File: src/hw/pulse_counter_defines.svh
// Register offsets, field positions and reset values of the pulse counter unit.
// Assumes an APB slave with byte addresses in paddr[7:0].
`ifndef PULSE_COUNTER_DEFINES_SVH
`define PULSE_COUNTER_DEFINES_SVH
`define OFS_CTRL 8'h00
`define OFS_SOURCE 8'h04
`define OFS_PERIOD 8'h08
`define OFS_VALUE 8'h0c
`define OFS_STAMP 8'h10
`define OFS_STATUS 8'h14
`define CTL_EN 0
`define CTL_MODE 2:1
`define CTL_INTEG 3
`define CTL_RISE 4
`define CTL_FALL 5
`define CTL_OP 7:6
`define CTL_BITS 8
`define SRC_PULSE 5:0
`define SRC_GATE 10:8
`define SRC_BITS 11
`define SRC_TRIG_BIT 5
`define RST_CTRL 8'h10
`define RST_SOURCE 11'h000
`define RST_PERIOD 32'h00000001
`define ZERO32 32'h00000000
`define ONE32 32'h00000001
`endif

File: src/hw/pulse_counter_pkg.sv
// Types shared by the pulse counter unit.
// Assumes nothing of its surroundings.
package pulse_counter_pkg;
  typedef enum logic [1:0] {
    MODE_FREE = 2'b00,
    MODE_GATED_FREE = 2'b01,
    MODE_GATED = 2'b10,
    MODE_TAG = 2'b11
  } mode_e;
  typedef enum logic [1:0] {
    OP_NONE = 2'b00,
    OP_ADD = 2'b01,
    OP_SUB = 2'b10
  } op_e;
  typedef enum logic {
    TAG_ARMED = 1'b0,
    TAG_HOLD = 1'b1
  } tag_state_e;
endpackage

File: src/hw/pulse_counter_unit.sv
// Pulse counter unit: APB registers, pulse and gate selection, four run modes,
// pairing arithmetic, integration and a result stream.
// Assumes APB and partner inputs synchronous to pclk; pulse and gate lines are synchronised here; the partner unit shares pclk.
`timescale 1ns/1ps
`include "pulse_counter_defines.svh"

// Operation
// - see: nothing counts or streams while disabled
// - see: pulse source is 32 lines or 4 triggers
// - see: gate from four triggers or four generator triggers
// - see: free mode clears each period, outputs count
// - see: gated free holds count and timer while low; the code clears both while the gate is low
// - see: gated free outputs only after full high period
// - see: gated mode counts between gate rise and fall
// - see: gated mode outputs count at gate fall
// - see: time tagging reports each pulse with timestamp
// - see: period is minimum hold-off between tag reports
// - see: pulses in hold-off window reported together afterward
// - see: one period setting serves all timed modes
// - see: operation none, add or subtract partner result
// - see: units pair one-two and three-four for arithmetic
// - see: integration sums successive results over time
// - see: rising setting counts low-to-high transitions
// - see: falling setting counts high-to-low; both counts both
// - see: results streamed and last result readable
module pulse_counter_unit (
  input wire logic pclk,
  input wire logic presetn,
  input wire logic psel,
  input wire logic penable,
  input wire logic pwrite,
  input wire logic [7:0] paddr,
  input wire logic [31:0] pwdata,
  output logic [31:0] prdata,
  output logic pready,
  output logic pslverr,
  input wire logic [31:0] port_line_in,
  input wire logic [3:0] front_trigger_in,
  input wire logic [3:0] generator_trigger_in,
  input wire logic partner_valid,
  input wire logic [31:0] partner_data,
  output logic pair_valid,
  output logic [31:0] pair_data,
  output logic res_valid,
  output logic [31:0] res_data,
  output logic [31:0] res_stamp
);
  function automatic logic edge_seen(input logic cur, input logic prev, input logic want_hi);
    edge_seen = want_hi ? (cur & ~prev) : (~cur & prev);
  endfunction

  logic [`CTL_BITS-1:0] ctrl_r;
  logic [`SRC_BITS-1:0] src_r;
  logic [31:0] period_r;
  logic [31:0] value_r;
  logic [31:0] stamp_r;
  logic [31:0] nres_r;
  logic [31:0] prdata_r;
  logic pready_r;
  logic pslverr_r;
  logic p1_r, p2_r, p3_r;
  logic g1_r, g2_r, g3_r;
  logic [31:0] cnt_r, cnt_nxt;
  logic [31:0] tmr_r, tmr_nxt;
  logic [31:0] tnow_r;
  logic [31:0] acc_r;
  logic [31:0] part_r;
  logic [31:0] res_data_r;
  logic [31:0] res_stamp_r;
  logic res_valid_r;
  logic [31:0] pair_data_r;
  logic pair_valid_r;
  logic raw_v;
  logic [31:0] raw_d;
  pulse_counter_pkg::tag_state_e tag_r, tag_nxt;

  // APB decode; writes land only in the access cycle the slave acknowledges
  wire setup = psel & ~penable & ~pready_r;
  wire acc_wr = psel & penable & pwrite & pready_r;
  wire hit_ctrl = paddr == `OFS_CTRL;
  wire hit_src = paddr == `OFS_SOURCE;
  wire hit_per = paddr == `OFS_PERIOD;
  wire mapped = hit_ctrl | hit_src | hit_per | (paddr == `OFS_VALUE)
    | (paddr == `OFS_STAMP) | (paddr == `OFS_STATUS);
  wire cfg_wr = acc_wr & (hit_ctrl | hit_src | hit_per);
  wire [31:0] rd_mux = hit_ctrl ? {24'h000000, ctrl_r} :
    hit_src ? {21'h000000, src_r} :
    hit_per ? period_r :
    (paddr == `OFS_VALUE) ? value_r :
    (paddr == `OFS_STAMP) ? stamp_r :
    (paddr == `OFS_STATUS) ? nres_r : `ZERO32;

  wire en = ctrl_r[`CTL_EN];
  wire integ = ctrl_r[`CTL_INTEG];
  wire [1:0] mode_w = ctrl_r[`CTL_MODE];
  wire [1:0] op_w = ctrl_r[`CTL_OP];
  wire [5:0] psel_w = src_r[`SRC_PULSE];
  wire [2:0] gsel_w = src_r[`SRC_GATE];

  // Selection ahead of the synchroniser; a selection change clears the counters anyway
  wire pulse_raw = psel_w[`SRC_TRIG_BIT] ? front_trigger_in[psel_w[1:0]]
    : port_line_in[psel_w[4:0]];
  wire gate_raw = gsel_w[2] ? generator_trigger_in[gsel_w[1:0]]
    : front_trigger_in[gsel_w[1:0]];

  wire ev_rise = ctrl_r[`CTL_RISE] & edge_seen(p2_r, p3_r, 1'b1);
  wire ev_fall = ctrl_r[`CTL_FALL] & edge_seen(p2_r, p3_r, 1'b0);
  wire ev = ev_rise | ev_fall;
  wire gate_s = g2_r;
  wire gate_rise = edge_seen(g2_r, g3_r, 1'b1);
  wire gate_fall = edge_seen(g2_r, g3_r, 1'b0);

  // A period of zero behaves as one cycle
  wire [31:0] period_m1 = (period_r == `ZERO32) ? `ZERO32 : period_r - `ONE32;
  wire tmr_end = tmr_r >= period_m1;
  wire [31:0] cnt_inc = cnt_r + {31'h00000000, ev};
  wire [31:0] tmr_inc = tmr_r + `ONE32;
  wire [31:0] sum_w = raw_d + part_r;
  wire [31:0] dif_w = raw_d - part_r;
  wire [31:0] comb_d = (op_w == pulse_counter_pkg::OP_ADD) ? sum_w :
    (op_w == pulse_counter_pkg::OP_SUB) ? dif_w : raw_d;
  wire [31:0] acc_nxt = acc_r + comb_d;
  wire [31:0] out_d = integ ? acc_nxt : comb_d;

  always_comb begin
    cnt_nxt = cnt_r;
    tmr_nxt = tmr_r;
    tag_nxt = tag_r;
    raw_v = 1'b0;
    raw_d = cnt_inc;
    if (!en || cfg_wr) begin
      cnt_nxt = `ZERO32;
      tmr_nxt = `ZERO32;
      tag_nxt = pulse_counter_pkg::TAG_ARMED;
    end else begin
      case (mode_w)
        pulse_counter_pkg::MODE_FREE: begin
          if (tmr_end) begin
            raw_v = 1'b1;
            cnt_nxt = `ZERO32;
            tmr_nxt = `ZERO32;
          end else begin
            cnt_nxt = cnt_inc;
            tmr_nxt = tmr_inc;
          end
        end
        pulse_counter_pkg::MODE_GATED_FREE: begin
          if (!gate_s) begin
            cnt_nxt = `ZERO32;
            tmr_nxt = `ZERO32;
          end else if (tmr_end) begin
            raw_v = 1'b1;
            cnt_nxt = `ZERO32;
            tmr_nxt = `ZERO32;
          end else begin
            cnt_nxt = cnt_inc;
            tmr_nxt = tmr_inc;
          end
        end
        pulse_counter_pkg::MODE_GATED: begin
          if (gate_rise) begin
            cnt_nxt = {31'h00000000, ev};
          end else if (gate_fall) begin
            raw_v = 1'b1;
            raw_d = cnt_r;
            cnt_nxt = `ZERO32;
          end else if (gate_s) begin
            cnt_nxt = cnt_inc;
          end
        end
        pulse_counter_pkg::MODE_TAG: begin
          if (tag_r == pulse_counter_pkg::TAG_ARMED) begin
            if (ev) begin
              raw_v = 1'b1;
              raw_d = `ONE32;
              cnt_nxt = `ZERO32;
              tmr_nxt = `ZERO32;
              tag_nxt = pulse_counter_pkg::TAG_HOLD;
            end
          end else if (tmr_end) begin
            // A late report restarts the hold-off so spacing never drops below a period
            raw_v = cnt_inc != `ZERO32;
            cnt_nxt = `ZERO32;
            tmr_nxt = `ZERO32;
            tag_nxt = (cnt_inc != `ZERO32) ? pulse_counter_pkg::TAG_HOLD
              : pulse_counter_pkg::TAG_ARMED;
          end else begin
            cnt_nxt = cnt_inc;
            tmr_nxt = tmr_inc;
          end
        end
        default: begin
          cnt_nxt = `ZERO32;
          tmr_nxt = `ZERO32;
        end
      endcase
    end
  end

  always_ff @(posedge pclk or negedge presetn) begin
    if (!presetn) begin
      pready_r <= 1'b0;
      pslverr_r <= 1'b0;
      prdata_r <= `ZERO32;
    end else begin
      pready_r <= setup;
      pslverr_r <= setup & ~mapped;
      prdata_r <= setup ? rd_mux : `ZERO32;
    end
  end

  always_ff @(posedge pclk or negedge presetn) begin
    if (!presetn) begin
      ctrl_r <= `RST_CTRL;
      src_r <= `RST_SOURCE;
      period_r <= `RST_PERIOD;
    end else if (acc_wr) begin
      if (hit_ctrl) ctrl_r <= pwdata[`CTL_BITS-1:0];
      if (hit_src) src_r <= pwdata[`SRC_BITS-1:0];
      if (hit_per) period_r <= pwdata;
    end
  end

  // Two-flop synchronisers; the third stage only serves edge detection
  always_ff @(posedge pclk or negedge presetn) begin
    if (!presetn) begin
      {p1_r, p2_r, p3_r} <= 3'h0;
      {g1_r, g2_r, g3_r} <= 3'h0;
    end else begin
      {p1_r, p2_r, p3_r} <= {pulse_raw, p1_r, p2_r};
      {g1_r, g2_r, g3_r} <= {gate_raw, g1_r, g2_r};
    end
  end

  always_ff @(posedge pclk or negedge presetn) begin
    if (!presetn) begin
      cnt_r <= `ZERO32;
      tmr_r <= `ZERO32;
      tag_r <= pulse_counter_pkg::TAG_ARMED;
      tnow_r <= `ZERO32;
    end else begin
      cnt_r <= cnt_nxt;
      tmr_r <= tmr_nxt;
      tag_r <= tag_nxt;
      tnow_r <= tnow_r + `ONE32;
    end
  end

  // Partner result latched as it appears; pairs are wired at the level above
  always_ff @(posedge pclk or negedge presetn) begin
    if (!presetn) begin
      part_r <= `ZERO32;
    end else if (!en) begin
      part_r <= `ZERO32;
    end else if (partner_valid) begin
      part_r <= partner_data;
    end
  end

  always_ff @(posedge pclk or negedge presetn) begin
    if (!presetn) begin
      acc_r <= `ZERO32;
    end else if (!en || cfg_wr) begin
      acc_r <= `ZERO32;
    end else if (raw_v && integ) begin
      acc_r <= acc_nxt;
    end
  end

  always_ff @(posedge pclk or negedge presetn) begin
    if (!presetn) begin
      res_valid_r <= 1'b0;
      res_data_r <= `ZERO32;
      res_stamp_r <= `ZERO32;
      pair_valid_r <= 1'b0;
      pair_data_r <= `ZERO32;
      value_r <= `ZERO32;
      stamp_r <= `ZERO32;
      nres_r <= `ZERO32;
    end else begin
      res_valid_r <= raw_v;
      pair_valid_r <= raw_v;
      if (raw_v) begin
        res_data_r <= out_d;
        res_stamp_r <= tnow_r;
        pair_data_r <= raw_d;
        value_r <= out_d;
        stamp_r <= tnow_r;
        nres_r <= nres_r + `ONE32;
      end
    end
  end

  assign prdata = prdata_r;
  assign pready = pready_r;
  assign pslverr = pslverr_r;
  assign res_valid = res_valid_r;
  assign res_data = res_data_r;
  assign res_stamp = res_stamp_r;
  assign pair_valid = pair_valid_r;
  assign pair_data = pair_data_r;

  wire run_free = en & ~cfg_wr & (mode_w == pulse_counter_pkg::MODE_FREE);
  wire run_gfree = en & ~cfg_wr & (mode_w == pulse_counter_pkg::MODE_GATED_FREE);
  wire run_gated = en & ~cfg_wr & (mode_w == pulse_counter_pkg::MODE_GATED);
  wire run_tag = en & ~cfg_wr & (mode_w == pulse_counter_pkg::MODE_TAG);
  wire armed = tag_r == pulse_counter_pkg::TAG_ARMED;
  wire op_add_plain = (op_w == pulse_counter_pkg::OP_ADD) & ~integ;

  property p_off_silent;
    @(posedge pclk) disable iff (!presetn) !en |=> !res_valid_r;
  endproperty
  a_off_silent: assert property (p_off_silent) else $error("result while disabled");

  property p_free_period;
    @(posedge pclk) disable iff (!presetn)
      run_free && tmr_end |=> res_valid_r && cnt_r == `ZERO32 && tmr_r == `ZERO32;
  endproperty
  a_free_period: assert property (p_free_period) else $error("free period end wrong");

  property p_gfree_low;
    @(posedge pclk) disable iff (!presetn)
      run_gfree && !gate_s |=> cnt_r == `ZERO32 && tmr_r == `ZERO32 && !res_valid_r;
  endproperty
  a_gfree_low: assert property (p_gfree_low) else $error("gate low did not clear");

  property p_gated_count;
    @(posedge pclk) disable iff (!presetn)
      run_gated && gate_s && !gate_rise && ev |=> cnt_r == $past(cnt_r) + `ONE32;
  endproperty
  a_gated_count: assert property (p_gated_count) else $error("gated pulse lost");

  property p_gated_out;
    @(posedge pclk) disable iff (!presetn)
      run_gated && gate_fall |=> res_valid_r && pair_data_r == $past(cnt_r);
  endproperty
  a_gated_out: assert property (p_gated_out) else $error("no result at gate fall");

  property p_tag_stamp;
    @(posedge pclk) disable iff (!presetn)
      run_tag && armed && ev |=> res_valid_r && res_stamp_r == $past(tnow_r);
  endproperty
  a_tag_stamp: assert property (p_tag_stamp) else $error("tag not stamped");

  property p_tag_holdoff;
    @(posedge pclk) disable iff (!presetn)
      en && !armed && !tmr_end |=> !res_valid_r;
  endproperty
  a_tag_holdoff: assert property (p_tag_holdoff) else $error("report inside hold-off");

  property p_add;
    @(posedge pclk) disable iff (!presetn)
      raw_v && op_add_plain |=> res_data_r == $past(sum_w);
  endproperty
  a_add: assert property (p_add) else $error("partner sum wrong");

  property p_readback;
    @(posedge pclk) disable iff (!presetn) res_valid_r |-> value_r == res_data_r;
  endproperty
  a_readback: assert property (p_readback) else $error("value differs from stream");

  property p_cfg_clear;
    @(posedge pclk) disable iff (!presetn)
      cfg_wr |=> cnt_r == `ZERO32 && tmr_r == `ZERO32 && !res_valid_r;
  endproperty
  a_cfg_clear: assert property (p_cfg_clear) else $error("config change kept count");
endmodule

File: config.mk
export PLATFORM = sky130hd
export DESIGN_NAME = pulse_counter_unit
export DESIGN_NICKNAME = d
export VERILOG_FILES = /design/src/hw/pulse_counter_pkg.sv /design/src/hw/pulse_counter_unit.sv
export VERILOG_INCLUDE_DIRS = /design/src /design/src/hw
export SDC_FILE = /design/constraint.sdc
export NUM_CORES = 1
export LEC_CHECK = 0
export BUFFER_PORTS_ARGS = -buffer_cell sky130_fd_sc_hd__buf_2
export CAP_MARGIN = 25
export CORE_MARGIN = 8
export CORE_UTILIZATION = 55
export CTS_CLUSTER_SIZE = 28
export DETAILED_ROUTE_END_ITERATION = 10
export GPL_ROUTABILITY_DRIVEN = 1
export PLACE_DENSITY = 0.78
export SYNTH_ARGS = -nofsm -noshare
export SYNTH_HDL_FRONTEND = slang
export SYNTH_SLANG_ARGS = --single-unit
File: constraint.sdc
create_clock -name pclk -period 7.6 [get_ports pclk]
set_input_delay 0.76 -clock pclk [delete_from_list [all_inputs] [get_ports pclk]]
set_output_delay 0.76 -clock pclk [all_outputs]
set_load 0.005 [all_outputs]
==> results.tsv, run 1 <==
stage	metric	value	unit
power	Pwr per Cell Area	145	nW/um2
global_routing	largest net degree at the start of global routing	175	
layout	area grow syn2layout	21.1	%
global_routing	first-pass GRT wire length	136	mm
outcome	status	finished clean	
layout	register area	9540	um2
floorplanning	die area	52600	um2
logic_synthesis	post-synth cell types	86	
clocking	CTS root buffer	clkbuf_16	
clocking	clk_lat worst skew	0.61	ns
placed_design	Placement Cell Area	28800	um2
floorplanning	die width	229	um
floorplanning	Rows	78	
global_routing	initial antenna violation count	3	
layout	final core utilization	67.2	%
worst_setup_path	CP Launch Type	register	
power	P_leak	15.2	nW
placed_design	Post-DP HPWL	67.2	mm
placed_design	# placed instances	3814	
sta	slew of the pin with the lowest slew margin	1.11	ns
sta	Setup-failing EPs final	0	
floorplanning	Initial Util	55.5	%
detailed_routing	Total Wirelength	87.7	mm
clocking	Clock transition at path regs	0.06	ns
logic_synthesis	Mapped Cells	2808	
logic_synthesis	Seq cells post-synth	381	
clocking	Num CTS Buffers	42	
worst_setup_path	Max Fanout on Critical Path	8	
placed_design	gp weighted congestion	0.971	
clocking	CTS Buffer Depth	3	
logic_synthesis	Mapped Nets	3061	
layout	non-filler cells in the finished layout	3893	
sta	Hold Vio Cnt, Final	0	
floorplanning	Die H	229	um
logic_synthesis	number of enable flip-flop cells after synthesis	0	
layout	fin area	30400	um2
layout	nets@finish	3512	
sta	period utilisation layout	96.1	%
worst_setup_path	CP Launch Point	ctrl_r[4]	
worst_setup_path	CP dominant cell by count	buf_4	
worst_setup_path	CP endpoint kind	register	
worst_setup_path	Crit-path slowest cell	dfstp_2	
detailed_routing	Vias	24300	
global_routing	total congestion overflow	0	
worst_setup_path	WP data arrival	7.78	ns
detailed_routing	ANT nets after route	0	
worst_hold_path	hold crit path type	in -> async	
power	peak supply drop	0.170	mV
clocking	postcts setup bufs	0	
detailed_routing	DR vias/cell	6.24	
logic_synthesis	Main synth FF type	dfrtp_1	
flow_run	Max Cap Viol	0	
clocking	Clock Sinks	381	
worst_setup_path	Slowest Stage Delay on Critical Path	0.55	ns
detailed_routing	Avg WL per Cell	22.5	um
sta	achievable clock frequency	137	MHz
global_routing	All-Layer GR Usage	32.2	%
worst_setup_path	RR Startpoint	ctrl_r[4]	
layout	multi-input logic area	14500	um2
floorplanning	# IOs	250	
sta	Final min period	7.30	ns
floorplanning	core area	45200	um2
worst_setup_path	Crit Path Class	reg -> reg	
logic_synthesis	Mean Syn Cell Area	8.92	um2
clocking	TritonCTS clock tree	built	
clocking	H-tree lvl count	2	
sta	Rel. slew slack	25.8	%
sta	Clock Skew	0.0357	ns
sta	Slew Viols, Final	0	
logic_synthesis	ys async rst share	100	%
worst_setup_path	Req. time, crit path	8.08	ns
layout	share of layout cells above drive strength 1	23.6	%
placed_design	# port buffers	249	
logic_synthesis	YS warnings	0	
logic_synthesis	Syn Std Cell Area	25100	um2
global_routing	vias in the first global route	24300	
detailed_routing	DRC	0	
layout	fillers	3565	
detailed_routing	First-pass DRT Iterations	6	
clocking	hold_buf cts	0	
logic_synthesis	register area share after synthesis	38.1	%
detailed_routing	initial DRC count	2582	
worst max-delay path: cells and delay by family (launching register included):
family / cells / cell delay, ns
DFF: 1 / 0.55
adders and majority gates: 4 / 1.08
buffers and inverters: 9 / 1.30
AOI/OAI and AO/OA: 13 / 2.64
and+or+nand+nor: 8 / 1.46
xor gates and xnor gates: 1 / 0.14
area by class of cell:
cell class / count / area share, %
Antenna cell: 2 / 0.0165
Clock buffer: 56 / 3.83
Clock inverter: 20 / 0.775
Inverter: 114 / 1.41
Multi-Input combinational cell: 2151 / 47.9
Sequential cell: 381 / 31.4
Tap cell: 600 / 2.47
Timing Repair Buffer: 569 / 12.2
timing repair:
action / 4_1_cts / 5_1_grt
endpoints found under the setup margin: 0 / 10
gates resized for setup: 0 / 24
hold endpoints to repair: 0 / 0
path summary, 6_finish.rpt:
| kind | endpoint | slack (ns) | cells past startpoint |
|---|---|---|---|
| worst max-delay path | res_data[28] | 0.30 | 35 |
| max in group asynchronous | ctrl_r[6] | 6.05 | 2 |
| worst min-delay path | res_stamp[23] | 0.15 | 1 |
| worst max register to register | res_data[28] | 0.30 | 35 |
| worst min register to register | p2_r | 0.35 | 0 |
| min in group pclk | p2_r | 0.35 | 0 |
state kept, by name, indices dropped and copies added (netlist names), 8 cells and up:
name and cells:
ctrl_r 8, part_r 32, acc_r 32, pair_data 32, period_r 32, prdata 32, nres_r 32, cnt_r 32
src_r 11, res_data 32, res_stamp 32, tmr_r 32, tnow_r 32
cells by family after synthesis:
| logic type | count (synthesis) | synth area share (%) |
|---|---|---|
| adder cells (fa/ha/maj) | 135 | 6.83 |
| buffers and inverters | 276 | 4.37 |
| AO/OA/AOI/OAI | 735 | 18.6 |
| XOR/XNOR | 130 | 4.54 |
| AND/OR/NAND/NOR | 937 | 17.9 |
| multiplexers | 214 | 9.70 |
| flip-flops | 381 | 38.1 |
cells in the final DEF, fill, tap and decap left out, types with 24 or more instances in the layout:
cell type  synthesis  layout
o22a_1            24      24
mux2_2            77      77
nor2b_1           50      50
nand2_1          300     300
xnor2_1           79      79
dfrtp_1          379     378
nor2_1           212     212
nand4_1           44      44
a21o_1            40      40
o21ai_0          257     255
nor3_1            52      51
xor2_1            51      51
o31ai_1           37      36
buf_4              6     318
clkbuf_16          0      42
and3_1            49      49
mux2i_1          101     101
ha_1             132     130
a21oi_1          142     137
buf_2             21     247
nand3_1           98      98
inv_1            112     112
nand2b_1          27      27
synth_stat cells, drive strengths merged (40+ instances only):
cell type / count / share of area [%]
mux2: 100 / 4.5
xnor2: 79 / 2.8
mux2i: 101 / 4.0
a21o: 40 / 1.2
xor2: 51 / 1.8
nor3: 55 / 1.2
o21ai: 264 / 5.3
nor2: 212 / 3.2
ha: 132 / 6.6
clkbuf: 125 / 1.9
nand2: 301 / 4.5
nor2b: 50 / 1.2
inv: 114 / 1.7
a21oi: 142 / 2.8
nand3: 98 / 2.0
nand4: 46 / 1.2
and3: 49 / 1.2
dfrtp: 379 / 38
per-stage QoR:
stage / hold slack, ns / setup TNS [ns] / worst slack, ns / power (mW)
5_1_grt: 0.171 / -0.0927 / -0.0271 / 4.51
6_report: 0.151 / 0 / 0.297 / 4.39
3_5_place_dp: 0.335 / -2.29 / -0.413 / 2.32
2_1_floorplan: 0.331 / 0 / 0.0661 / 2.19
3_3_place_gp: 0.336 / -1.11 / -0.247 / 2.31
4_1_cts: 0.142 / 0 / 0.0958 / 4.42
layer usage:
layer	up-vias	global-route usage (%)	wire [um]
li1	11000	-	-
met1	11700	40.2	34200
met2	1272	52.9	41100
met3	267	5.69	7160
met4	2	16.9	5160
met5	-	0	13
report_power, final:
group          leakage (nW)  switching (mW)  internal [mW]  total (mW)
Sequential             5.28         0.00781           2.03        2.04
Combinational          9.24           0.152         0.0949       0.247
Clock                 0.687           0.904           1.19        2.10
Power figures use the tool's default switching activity.
==> run 2, diff against run 1 <==
BUFFER_PORTS_ARGS = -buffer_cell sky130_fd_sc_hd__clkbuf_2   (was -buffer_cell sky130_fd_sc_hd__buf_2)
CORE_UTILIZATION = 56   (was 55)
CTS_BUF_LIST = sky130_fd_sc_hd__clkbuf_8   (was default)
PLACE_DENSITY = 0.79   (was 0.78)
==> run 2 against run 1 <==
Against the previous run:
- register-to-register slack better by 0.05 ns
- count of clock-buffer cells in the layout grew 31
- sequential power about the same
- wire length up 0.13%
- die area fell by 1.7%
- global-route usage up 1.2 points
- clock power down 6%
==> results.tsv, run 2 (synthesis results as in run 1) <==
stage	metric	value	unit
detailed_routing	DRC	0	
flow_run	Max Cap Viol	0	
worst_setup_path	CP endpoint kind	register	
sta	slew of the pin with the lowest slew margin	1.02	ns
floorplanning	core area	44200	um2
floorplanning	# IOs	250	
layout	fillers	3493	
floorplanning	Rows	77	
detailed_routing	Vias	24300	
clocking	CTS root buffer	clkbuf_8	
sta	Slew Viols, Final	0	
sta	Setup-failing EPs final	0	
clocking	H-tree lvl count	3	
global_routing	vias in the first global route	23800	
worst_setup_path	CP Launch Type	register	
clocking	TritonCTS clock tree	built	
layout	ANT cells	0	
sta	achievable clock frequency	138	MHz
worst_setup_path	Crit Path Class	reg -> reg	
detailed_routing	DR vias/cell	6.21	
placed_design	Placement Cell Area	28700	um2
floorplanning	die width	228	um
power	peak supply drop	0.167	mV
layout	area grow syn2layout	20.6	%
power	P_leak	15.1	nW
sta	Rel. slew slack	31.9	%
worst_hold_path	hold crit path type	in -> async	
sta	Fin Setup TNS	0	ns
detailed_routing	initial DRC count	2094	
clocking	Clock Sinks	381	
global_routing	first-pass GRT wire length	135	mm
worst_setup_path	Slowest Stage Delay on Critical Path	0.56	ns
clocking	Num CTS Buffers	67	
worst_setup_path	Crit-path slowest cell	or4_1	
global_routing	total congestion overflow	0	
sta	Hold Vio Cnt, Final	0	
layout	most frequent cells in the layout	378 x dfrtp_1, 300 x nand2_1, 298 x buf_4	
layout	fin area	30200	um2
worst_setup_path	R2R depth	34	
worst_setup_path	Max Fanout on Critical Path	6	
floorplanning	Initial Util	56.7	%
floorplanning	die area	51800	um2
placed_design	gp weighted congestion	1.04	
clocking	clk_lat worst skew	0.65	ns
layout	share of layout cells above drive strength 1	23.9	%
detailed_routing	Avg WL per Cell	22.5	um
sta	Final min period	7.26	ns
clocking	CTS Buffer Depth	3	
power	Pwr per Cell Area	141	nW/um2
worst_setup_path	Req. time, crit path	8.12	ns
detailed_routing	Total Wirelength	87.8	mm
detailed_routing	First-pass DRT Iterations	6	
placed_design	dpl ws	-0.614	ns
clocking	Clock transition at path regs	0.06	ns
placed_design	Post-DP HPWL	67.3	mm
global_routing	largest net degree at the start of global routing	170	
floorplanning	Die H	228	um
outcome	status	finished clean	
layout	commonest non-fill, non-tap cell in the layout	dfrtp_1	
sta	PnR worst setup slack	0.342	ns
global_routing	initial antenna violation count	0	
detailed_routing	ANT nets after route	0	
global_routing	All-Layer GR Usage	33.4	%
layout	nets@finish	3519	
worst_setup_path	WP data arrival	7.78	ns
placed_design	# port buffers	249	
sta	Clock Skew	0.0279	ns
sta	period utilisation layout	95.5	%
==> run 2: where the power goes <==
group	leakage, nW	internal (mW)	switching (mW)
Sequential	5.28	2.03	0.00884
Clock	0.791	1.07	0.905
Combinational	9.04	0.0925	0.150
Total	15.1	3.19	1.06
==> run 2: timing repair <==
item	4_1_cts	5_1_grt
resized for setup	0	27
setup buffers	0	2
setup endpoints to repair	0	13
hold buffers	0	0
==> run 2: cell type report <==
| cell class | count | area (um2) | share of cell area [%] |
|---|---|---|---|
| sequential | 381 | 9540 | 31.6 |
| timing repair buffer | 551 | 3600 | 11.9 |
| multi-input combinational | 2151 | 14500 | 48.1 |
| clock buffer | 87 | 1200 | 3.96 |
| tap | 592 | 741 | 2.45 |
| clock inverter | 32 | 183 | 0.604 |
| inverter | 114 | 428 | 1.42 |
==> run 2: metrics by stage <==
stage | cells | hold slack, ns | utilization, % | total power [mW]
detailed placement | 3785 | 0.335 | 64.9 | 2.32
finish | 3908 | 0.153 | 68.3 | 4.26
global route | 3908 | 0.211 | 68.3 | 4.39
global placement | 3785 | 0.339 | 64.9 | 2.31
CTS | 3904 | 0.175 | 68.0 | 4.28
floorplan | 2808 | 0.331 | - | 2.19
==> run 2: worst max-delay path, delay by kind of cell, from the launching register on <==
| family | cells | cell delay, ns |
|---|---|---|
| buffers and inverters | 6 | 0.84 |
| AO/OA/AOI/OAI | 12 | 2.43 |
| XOR/XNOR | 1 | 0.17 |
| adder cells (fa/ha/maj) | 4 | 1.05 |
| flip-flops | 1 | 0.55 |
| AND/OR/NAND/NOR | 11 | 2.11 |
==> run 2: path summary, 6_finish.rpt <==
check | from | slack [ns] | end
worst max-delay path | ctrl_r[4] | 0.34 | res_data[29]
worst min-delay path | presetn | 0.15 | prdata[22]
worst max register to register | ctrl_r[4] | 0.34 | res_data[29]
worst min register to register | p1_r | 0.36 | p2_r
max in group asynchronous | presetn | 5.95 | ctrl_r[6]
min in group pclk | pwdata[11] | 0.34 | period_r[11]
==> run 2: per-layer routing <==
metal | up-vias | GRT usage (%) | part of all wire (%)
li1 | 11100 | - | -
met1 | 11800 | 41.7 | 40
met2 | 1188 | 54.6 | 47
met3 | 241 | 6.74 | 8.1
met4 | 0 | 16.9 | 5.3
met5 | - | 0 | 0
